<file path="src/pkg/wit_pkg.sv">
package wit_pkg;

    // ==========================================================
    // Register bus geometry
    localparam int WIT_DATA_W = 8;
    localparam int WIT_ADDR_W = 3;

    // ==========================================================
    // Register offsets
    localparam logic [2:0] WIT_ADDR_CSR_ONE = 3'h0;
    localparam logic [2:0] WIT_ADDR_CSR_TWO = 3'h1;
    localparam logic [2:0] WIT_ADDR_COUNTER = 3'h2;
    localparam logic [2:0] WIT_ADDR_CLK_MODE = 3'h3;
    localparam logic [2:0] WIT_ADDR_CLK_STOP = 3'h4;
    localparam logic [2:0] WIT_ADDR_IRQ_STATUS = 3'h5;
    localparam logic [2:0] WIT_ADDR_IRQ_MASK = 3'h6;

    // ==========================================================
    // Field positions, control/status one
    localparam int WIT_CS1_WE_BIT = 3;
    localparam int WIT_CS1_GUARD_BIT = 2;
    localparam int WIT_CS1_RUN_BIT = 1;
    localparam logic [7:0] WIT_CS1_READ_ONES = 8'hF5;

    // Field positions, control/status two
    localparam int WIT_CS2_OVF_BIT = 7;
    localparam int WIT_CS2_MODE_GUARD_BIT = 6;
    localparam int WIT_CS2_MODE_BIT = 5;
    localparam int WIT_CS2_IE_GUARD_BIT = 4;
    localparam int WIT_CS2_IE_BIT = 3;
    localparam logic [7:0] WIT_CS2_READ_ONES = 8'h57;

    // Clock mode, clock stop, interrupt status fields
    localparam logic [7:0] WIT_CKM_READ_ONES = 8'hF0;
    localparam int WIT_STOP_BIT = 0;
    localparam int WIT_EV_OVERFLOW = 0;
    localparam int WIT_EV_STARTED = 1;
    localparam int WIT_EV_W = 2;

    // ==========================================================
    // Reset values and counter maximum
    localparam logic [7:0] WIT_COUNTER_RST = 8'h00;
    localparam logic [7:0] WIT_COUNTER_MAX = 8'hFF;
    localparam logic [3:0] WIT_CKS_RST = 4'hF;

    // ==========================================================
    // Timing counts
    localparam int WIT_RESET_PULSE_OSC = 512;
    localparam int WIT_PULSE_CNT_W = $clog2(WIT_RESET_PULSE_OSC);
    localparam int WIT_OSC_DIV = 2048;
    localparam int WIT_OSC_DIV_W = $clog2(WIT_OSC_DIV);
    localparam int WIT_SYS_DIV_BASE_LOG2 = 6;
    localparam int WIT_SYS_DIV_W = WIT_SYS_DIV_BASE_LOG2 + 7;

    // ==========================================================
    // Timer phase, Gray coded along stop, run, reset
    typedef enum logic [1:0] {
        WIT_PH_STOP = 2'b00,
        WIT_PH_RUN = 2'b01,
        WIT_PH_RESET = 2'b11
    } wit_phase_t;

endpackage

</file>
<file path="src/hdl/wit_prescaler.sv">
module wit_prescaler
    import wit_pkg::*;
#(
    parameter int SYS_DIV_W = WIT_SYS_DIV_W,
    parameter int OSC_DIV_W = WIT_OSC_DIV_W
) (
    // Clock and reset
    input wire logic clk,
    input wire logic reset_n,
    // Control
    input wire logic hold,
    input wire logic osc_tick,
    input wire logic [3:0] clock_select,
    // Count pulse toward the counter
    output logic count_pulse
);

    typedef struct packed {
        logic [SYS_DIV_W-1:0] sys_div;
        logic [OSC_DIV_W-1:0] osc_div;
        logic pulse;
    } wit_pre_state_t;

    wit_pre_state_t st;
    wit_pre_state_t next_st;

    // ==========================================================
    // Tap of the system divider for one select code
    function automatic logic sys_tap(input logic [SYS_DIV_W-1:0] div, input logic [2:0] code);
        logic [SYS_DIV_W-1:0] mask;
        mask = '0;
        for (int i = 0; i < SYS_DIV_W; i++) begin
            if (i < WIT_SYS_DIV_BASE_LOG2 + int'(code)) begin
                mask[i] = 1'b1;
            end
        end
        return (div & mask) == mask;
    endfunction

    // ==========================================================
    // Dividers cleared while held, so a fresh start gets a full period
    always_comb begin
        next_st = st;
        if (hold) begin
            next_st = '0;
        end else begin
            next_st.sys_div = st.sys_div + 1'b1;
            if (osc_tick) begin
                next_st.osc_div = st.osc_div + 1'b1;
            end
            // Top select bit picks system clock, else oscillator /2048
            if (clock_select[3]) begin
                next_st.pulse = sys_tap(st.sys_div, clock_select[2:0]);
            end else begin
                next_st.pulse = osc_tick && (st.osc_div == '1);
            end
        end
    end

    // State register
    always_ff @(posedge clk) begin
        if (!reset_n) begin
            st <= '0;
        end else begin
            st <= next_st;
        end
    end

    assign count_pulse = st.pulse;

endmodule

</file>
<file path="src/hdl/wit_timer.sv">
// Functional notes
// - One 8-bit up-counter, one step per selected input clock pulse.
// - Run starts on run=1, guard=0 while write enable already set.
// - Watchdog mode: pulse at 0xFF wraps counter and raises reset request.
// - Reset request lasts exactly 512 oscillator cycles.
// - Counter is writable; counting continues from the written value.
// - Interval mode: every overflow requests an interrupt, never a reset.
// - Overflow flag sets in the same cycle as reset or interrupt.
// - Interval request is high while overflow flag and enable are both 1.
// - Module stop acts only while run is 0; standby starts at stop.
// - Mode bit changes only when its guard is written 0; guard reads 1.
// - Mode 0 is watchdog, 1 is interval; reset value 0.
// - Clock select 1xxx picks system clock /64../8192, 0xxx oscillator /2048.
// - Flag clears on write 0 after a read of 1, or by watchdog reset.
module wit_timer
    import wit_pkg::*;
(
    // Clock and reset
    input wire logic clk,
    input wire logic reset_n,
    // On-chip oscillator, asynchronous to clk
    input wire logic osc_clk,
    // Register port
    input wire logic [WIT_ADDR_W-1:0] addr,
    input wire logic [WIT_DATA_W-1:0] wdata,
    input wire logic wr,
    input wire logic rd,
    output logic [WIT_DATA_W-1:0] rdata,
    // Requests toward the system
    output logic wdt_reset_req,
    output logic interval_irq,
    output logic irq,
    output logic module_standby
);

    // ==========================================================
    // State
    typedef struct packed {
        logic osc_sync1;
        logic osc_sync2;
        logic osc_prev;
        wit_phase_t phase;
        logic [7:0] counter;
        logic write_enable;
        logic mode;
        logic irq_en;
        logic ovf;
        logic ovf_armed;
        logic [3:0] cks;
        logic mod_stop;
        logic [WIT_PULSE_CNT_W-1:0] pulse_cnt;
        logic [WIT_EV_W-1:0] status;
        logic [WIT_EV_W-1:0] mask;
        logic [WIT_DATA_W-1:0] rdata;
        logic reset_req;
        logic interval_irq;
        logic irq;
        logic standby;
    } wit_state_t;

    wit_state_t st;
    wit_state_t next_st;
    logic count_pulse;
    logic osc_tick;
    logic running;
    logic overflow;
    logic accept_wr;

    // ==========================================================
    // Register read-back
    function automatic logic [7:0] read_value(input wit_state_t s, input logic [2:0] a);
        logic [7:0] v;
        v = 8'h00;
        if (a == WIT_ADDR_CSR_ONE) begin
            v = WIT_CS1_READ_ONES;
            v[WIT_CS1_WE_BIT] = s.write_enable;
            v[WIT_CS1_RUN_BIT] = (s.phase == WIT_PH_RUN);
        end else if (a == WIT_ADDR_CSR_TWO) begin
            // Guard bits always read as one
            v = WIT_CS2_READ_ONES;
            v[WIT_CS2_OVF_BIT] = s.ovf;
            v[WIT_CS2_MODE_BIT] = s.mode;
            v[WIT_CS2_IE_BIT] = s.irq_en;
        end else if (a == WIT_ADDR_COUNTER) begin
            v = s.counter;
        end else if (a == WIT_ADDR_CLK_MODE) begin
            v = WIT_CKM_READ_ONES | {4'h0, s.cks};
        end else if (a == WIT_ADDR_CLK_STOP) begin
            v[WIT_STOP_BIT] = s.mod_stop;
        end else if (a == WIT_ADDR_IRQ_STATUS) begin
            v[WIT_EV_W-1:0] = s.status;
        end else if (a == WIT_ADDR_IRQ_MASK) begin
            v[WIT_EV_W-1:0] = s.mask;
        end
        return v;
    endfunction

    // ==========================================================
    // Prescaler; held while not running, which also covers standby
    wit_prescaler u_prescaler (
        .clk(clk),
        .reset_n(reset_n),
        .hold(!running),
        .osc_tick(osc_tick),
        .clock_select(st.cks),
        .count_pulse(count_pulse)
    );

    // Derived terms; the first sync stage feeds only the second
    assign osc_tick = st.osc_sync2 && !st.osc_prev;
    assign running = (st.phase == WIT_PH_RUN);
    assign overflow = running && count_pulse && (st.counter == WIT_COUNTER_MAX);
    // Writes during the reset pulse are dropped: the chip is in reset
    assign accept_wr = wr && (st.phase != WIT_PH_RESET);

    // ==========================================================
    // Next-state logic
    always_comb begin
        next_st = st;
        next_st.osc_sync1 = osc_clk;
        next_st.osc_sync2 = st.osc_sync1;
        next_st.osc_prev = st.osc_sync2;

        // Counting
        if (running && count_pulse) begin
            next_st.counter = st.counter + 8'h01;
        end

        // Register writes
        if (accept_wr) begin
            if (addr == WIT_ADDR_CSR_ONE) begin
                next_st.write_enable = wdata[WIT_CS1_WE_BIT];
                // Guard 0 plus an enable set by an earlier write
                if (st.write_enable && !wdata[WIT_CS1_GUARD_BIT]) begin
                    if (wdata[WIT_CS1_RUN_BIT]) begin
                        next_st.phase = WIT_PH_RUN;
                        if (!running) begin
                            next_st.status[WIT_EV_STARTED] = 1'b1;
                        end
                    end else begin
                        next_st.phase = WIT_PH_STOP;
                    end
                end
            end else if (addr == WIT_ADDR_CSR_TWO) begin
                if (!wdata[WIT_CS2_MODE_GUARD_BIT]) begin
                    next_st.mode = wdata[WIT_CS2_MODE_BIT];
                end
                if (!wdata[WIT_CS2_IE_GUARD_BIT]) begin
                    next_st.irq_en = wdata[WIT_CS2_IE_BIT];
                end
                // Zero clears only after a read that saw the flag set
                if (!wdata[WIT_CS2_OVF_BIT] && st.ovf_armed) begin
                    next_st.ovf = 1'b0;
                end
                next_st.ovf_armed = 1'b0;
            end else if (addr == WIT_ADDR_COUNTER) begin
                next_st.counter = wdata;
            end else if (addr == WIT_ADDR_CLK_MODE) begin
                next_st.cks = wdata[3:0];
            end else if (addr == WIT_ADDR_CLK_STOP) begin
                next_st.mod_stop = wdata[WIT_STOP_BIT];
            end else if (addr == WIT_ADDR_IRQ_STATUS) begin
                next_st.status = next_st.status & ~wdata[WIT_EV_W-1:0];
            end else if (addr == WIT_ADDR_IRQ_MASK) begin
                next_st.mask = wdata[WIT_EV_W-1:0];
            end
        end

        // Reads: data stands for one cycle only
        next_st.rdata = 8'h00;
        if (rd) begin
            next_st.rdata = read_value(st, addr);
            if (addr == WIT_ADDR_CSR_TWO && st.ovf) begin
                next_st.ovf_armed = 1'b1;
            end
        end

        // Overflow comes after the writes so a set beats a clear
        if (overflow) begin
            next_st.ovf = 1'b1;
            next_st.status[WIT_EV_OVERFLOW] = 1'b1;
            if (!st.mode) begin
                // Watchdog: enter reset pulse, control back to initial
                next_st.phase = WIT_PH_RESET;
                next_st.pulse_cnt = '0;
                next_st.counter = WIT_COUNTER_RST;
                next_st.write_enable = 1'b0;
                next_st.mode = 1'b0;
                next_st.irq_en = 1'b0;
                next_st.cks = WIT_CKS_RST;
                next_st.mod_stop = 1'b0;
                next_st.ovf_armed = 1'b0;
            end
        end

        // Reset pulse timed on oscillator edges
        if (st.phase == WIT_PH_RESET && osc_tick) begin
            next_st.pulse_cnt = st.pulse_cnt + 1'b1;
            if (st.pulse_cnt == WIT_PULSE_CNT_W'(WIT_RESET_PULSE_OSC - 1)) begin
                next_st.phase = WIT_PH_STOP;
                next_st.ovf = 1'b0;
            end
        end

        // Registered outputs
        next_st.reset_req = (next_st.phase == WIT_PH_RESET);
        next_st.interval_irq = next_st.ovf && next_st.irq_en;
        next_st.irq = |(next_st.status & next_st.mask);
        // Stop request takes hold only once run is cleared
        next_st.standby = next_st.mod_stop && (next_st.phase != WIT_PH_RUN);
    end

    // ==========================================================
    // State register
    always_ff @(posedge clk) begin
        if (!reset_n) begin
            st <= '0;
            st.cks <= WIT_CKS_RST;
        end else begin
            st <= next_st;
        end
    end

    // Outputs straight from flip-flops
    assign rdata = st.rdata;
    assign wdt_reset_req = st.reset_req;
    assign interval_irq = st.interval_irq;
    assign irq = st.irq;
    assign module_standby = st.standby;
endmodule

</file>
<file path="config.mk">
export PLATFORM = sky130hd
export DESIGN_NAME = wit_timer
export DESIGN_NICKNAME = d
export VERILOG_FILES = /design/src/pkg/wit_pkg.sv /design/src/hdl/wit_prescaler.sv /design/src/hdl/wit_timer.sv
export SDC_FILE = /design/constraint.sdc
export NUM_CORES = 1
export LEC_CHECK = 0
export ABC_CLOCK_PERIOD_IN_PS = 3400
export BUFFER_PORTS_ARGS = -buffer_cell sky130_fd_sc_hd__buf_2
export CORE_UTILIZATION = 59
export CTS_BUF_LIST = sky130_fd_sc_hd__clkbuf_4
export DETAILED_ROUTE_END_ITERATION = 6
export GPL_TIMING_DRIVEN = 1
export PLACE_DENSITY = 0.79
export RECOVER_POWER = 50
export SYNTH_ARGS = -nofsm -noshare
export SYNTH_HDL_FRONTEND = slang
export SYNTH_HIERARCHICAL = 1
export SYNTH_SLANG_ARGS = --single-unit
</file>
<file path="constraint.sdc">
create_clock -name clk -period 3.4 [get_ports clk]
set_clock_uncertainty 0.15 [all_clocks]
set_input_delay 0.34 -clock clk [delete_from_list [all_inputs] [get_ports clk]]
set_output_delay 0.34 -clock clk [all_outputs]
set_load 0.01 [all_outputs]
</file>
# Word-level counts from Yosys, hierarchy flattened
# Index checks and enable logic that the tools add are counted.
# op_classes
add_sub_neg	5
order_cmp	13
n_eq_ne	16
mux	92
bitwise	4
reduce_logical	20
# ops
op	n
5-bit by 32-bit < comparator with 1-bit output, first input constant	5
4-bit by 32-bit < comparator with 1-bit output, first input constant	4
3-bit by 32-bit < comparator with 1-bit output, first input constant	2
1-bit two-way mux	58
8-bit two-way mux	7
1-bit by 32-bit < comparator with 1-bit output, first input constant	1
2-bit by 32-bit < comparator with 1-bit output, first input constant	1
29-bit two-way mux	1
4-bit two-way mux	7
2-bit two-way mux	10
20-bit two-way mux	1
9-bit two-way mux	2
15-bit two-way mux	1
13-bit by 1-bit adder with 13-bit output, second input constant	1
13-bit AND	1
13-bit == test	1
13-bit two-way mux	1
11-bit by 1-bit adder with 11-bit output, second input constant	1
11-bit == test, second input constant	1
1-bit logical AND	11
5-bit two-way mux	2
9-bit by 1-bit adder with 9-bit output, second input constant	1
3-bit == test, second input constant	3
9-bit == test, second input constant	1
18 further kinds	26
# word_totals
ff_bits	73
input_bits	16
output_inout_bits	12
wordCells	173

# Longest topological paths before layout
# depth
word_depth	15
mapped_depth	8
mapped_depth_nobuf	8

# By module
# The synthesis kept the hierarchy.
# modules_own_cells
mod	instances	cells_each	area_per_inst_um2	seq_area_each_um2
wit_timer	1	274	2433.6	960.9
wit_prescaler	1	134	1206.2	500.5

# Worst setup path before layout
# Ideal clock, no wire load.
# synth_path
path_type	register to register
from	reg st[27] (netlist name)
to	reg u_prescaler.st (netlist bit u_prescaler/count_pulse)
setup_time_ps	87
arrival_ps	1570
t_required_ps	3163
path_slack_ps	1593
path_stages_with_launch	8
path_buffers	1
period_less_slack_ps	1807
cell_sequence	dfxtp_1 > inv_1 > ha_1 > clkbuf_1 > and2_1 > a221oi_1 > a211o_1 > o31ai_1
# synth_lines
element	line	text
end signal: assignment	wit_prescaler.sv:65	st <= next_st;
end: declaration	wit_prescaler.sv:24	wit_pre_state_t st;

==> impl_metrics.toml <==
[status]
status = "completed"

[timing]
clock.fmax_mhz = 399
tns_ns = 0
final-hold-violation-count = 0
period_minus_slack_ns = 2.51
worst_pin_slew_ns = 1.06
setup-violations-final = 0
fin_crit_sh = 0.737
slew_violations = 0
slew_headroom = 0.293
rsz0062_at_grt = "false"

[detailed_routing]
drc = 0
drtAntennaViolNets = 0
first_pass_iters = 4
finalWirelength_um = 7160
drtIter0Drc = 132
detail_route.wl_per_cell_um = 14.4
via_count = 2886
via_per_inst = 5.80

[synthesis]
synth_top_flop_cell = "dfxtp_1"
synth_warnings = 6
synth_seq_cells = 73
avgSynthCellArea_um2 = 8.92
synth-edff-count = 0
ys_seq_area_frac = 0.402
synth_area_mm2 = 0.00364
post_synth_num_cell_types = 64
synthesis.nets = 432
syn-instance-count = 408
async_flop_share = 0

[grt]
grtUsageTotal = 0.247
grt_pass1_wl_um = 12300
first_global_vias = 2759
grt_max_degree = 27
overflow = 0
antenna_found_initial = 0

[setup_path]
cp_max_fo = 26
crit_slowest_cell = "dfxtp_1"
worstSetupStartpoint = "st[43]"
crit_path_cell_trace = "nand2b_1 > nand2b_1 > clkbuf_1 > o21bai_1 > a2111o_1 > o31ai_1"
cp-start-kind = "flip-flop"
critPathArrivalTime_ns = 2.69
critPathKind = "reg -> reg"
r2r-start = "st[43]"
reg2reg_to = "u_prescaler/count_pulse"
ff2ff_path_depth = 6
cp_data_required_time_ns = 3.58
slowest_delay_ns = 0.59
r2r_setup_slack_ns = 0.89
endpoint_kind = "flip-flop"
critPathMostFrequentCell = "nand2b_1"

[die]
ios = 28
core.rowCount = 28
core_area_mm2 = 0.00592
die-area_mm2 = 0.00649
die-height_um = 80.5
dieWidth_um = 80.5
start_util = 0.615

[finish]
final_cell_mix = "73 x dfxtp_1, 50 x nor2_1, 30 x nand2_1, 23 x nand3_1, 17 x xnor2_1"
layout_commonest_cell = "dfxtp_1"
fin_nets = 443
n_fill_cell = 519
num_antenna_cells = 0
syn_to_final_growth_pct = 4.92
final_cells = 498
drive_above_1_share = 0.123

[placement]
io_buffers = 27
dp_cells = 482
place_congestion = 0.838
place_hpwl_um = 5180

[min_path]
hold_end = "st[33]"
whs_path_depth = 3
hp-start = "wdata[5]"
hp-class = "in -> reg"

[cts]
clock_sinks = 73
root_buffer = "clkbuf_4"
cts_buffers = 9
clkTransAtPathRegs_ns = 0.12
cts_tree = "built"
cts_resized = 0
htree_levels = 3
cts_buffer_depth = 2
clk_latency_ns = 0.42

[power]
ir_drop_mv = 0.314
power_leakage_nw = 1.42
powerDensity_mw_per_mm2 = 387

[flow_run]
cap_violations = 0
[kinds of logic after synthesis]
| logic type | after synthesis | synth area share |
|---|---|---|
| compound gates | 69 | 0.142 |
| simple gates | 175 | 0.260 |
| buf+inv | 39 | 0.0571 |
| flops | 73 | 0.402 |
| mux | 17 | 0.0471 |
| xor+xnor | 27 | 0.0650 |
| fa+ha+maj | 8 | 0.0275 |
[registers in the layout (all words and copies together) (netlist names)]
signal	cells
module_standby	1
rdata	8
next_st	2
irq	1
u_prescaler/count_pulse	1
u_prescaler/st	24
wdt_reset_req	1
st	34
interval_irq	1
[synthesized netlist by cell type, drive strengths merged (3+ instances only)]
library cell,number,share of area
a21o,3,0.0062
o21ai,12,0.017
nand4,10,0.023
xor2,10,0.024
clkbuf,10,0.010
and3,6,0.011
nor2,50,0.052
xnor2,17,0.041
a31oi,6,0.010
inv,10,0.010
a21oi,14,0.023
mux2i,16,0.044
nand2,30,0.031
nor4,4,0.010
dfxtp,73,0.40
and4,4,0.011
nor2b,7,0.012
ha,8,0.028
nor3,15,0.025
o22ai,4,0.0069
nand2b,8,0.014
and2,6,0.010
buf,19,0.036
nand3,24,0.034
a211oi,8,0.025
[layout make-up]
type | instances | area (um^2) | area share
clock inverters | 6 | 60.1 | 0.0157
well taps | 75 | 93.8 | 0.0246
repair buffers | 29 | 133 | 0.0347
flip-flops and latches | 73 | 1460 | 0.383
clock buffers | 9 | 67.6 | 0.0177
multi-input cells | 296 | 1970 | 0.515
inverters | 10 | 37.5 | 0.00983
[worst max path at each step]
stage / to / slack, ns / depth (start not counted)
after floorplan: u_prescaler/count_pulse / 1.59 / 7
after global placement: u_prescaler/count_pulse / 1.38 / 6
after detailed placement: u_prescaler/count_pulse / 1.32 / 6
after CTS: u_prescaler/count_pulse / 1.28 / 6
after global routing: u_prescaler/count_pulse / 0.68 / 6
final: u_prescaler/count_pulse / 0.89 / 6
[metrics by stage]
step | utilization | total power, mW | setup WS [ns] | hold slack (ns) | cell area [um^2]
floorplan | - | 0.956 | 1.59 | 0.262 | 3640
global placement | 0.626 | 0.979 | 1.38 | 0.279 | 3710
detailed placement | 0.626 | 0.980 | 1.32 | 0.273 | 3710
CTS | 0.649 | 1.49 | 1.28 | 0.00877 | 3840
global route | 0.645 | 1.53 | 0.683 | 0.0183 | 3820
finish | 0.645 | 1.48 | 0.893 | 0.0144 | 3820
[worst max-delay path: cells and delay by family (launching register included)]
kind | cells | cell delay, ns
flops | 1 | 0.59
buf+inv | 1 | 0.48
compound gates | 3 | 0.93
simple gates | 2 | 0.29
[timing repair]
| item | CTS | global route |
|---|---|---|
| setup endpoints to repair | 0 | 0 |
| hold endpoints to repair | 1 | 0 |
| hold buffers | 1 | 0 |
| buffers inserted | 0 | 0 |
[power breakdown]
part / total, mW / switching (mW) / internal, mW
Combinational: 0.0855 / 0.0539 / 0.0316
Clock: 0.518 / 0.302 / 0.216
Sequential: 0.875 / 0.00943 / 0.866
Total: 1.48 / 0.365 / 1.11
[per-layer routing]
layer | GRT usage | part of all wire
met5 | 0 | 0
met4 | 0.111 | 0.017
met3 | 0.0534 | 0.050
met2 | 0.416 | 0.47
met1 | 0.299 | 0.46
(Power assumes the default switching activity.)
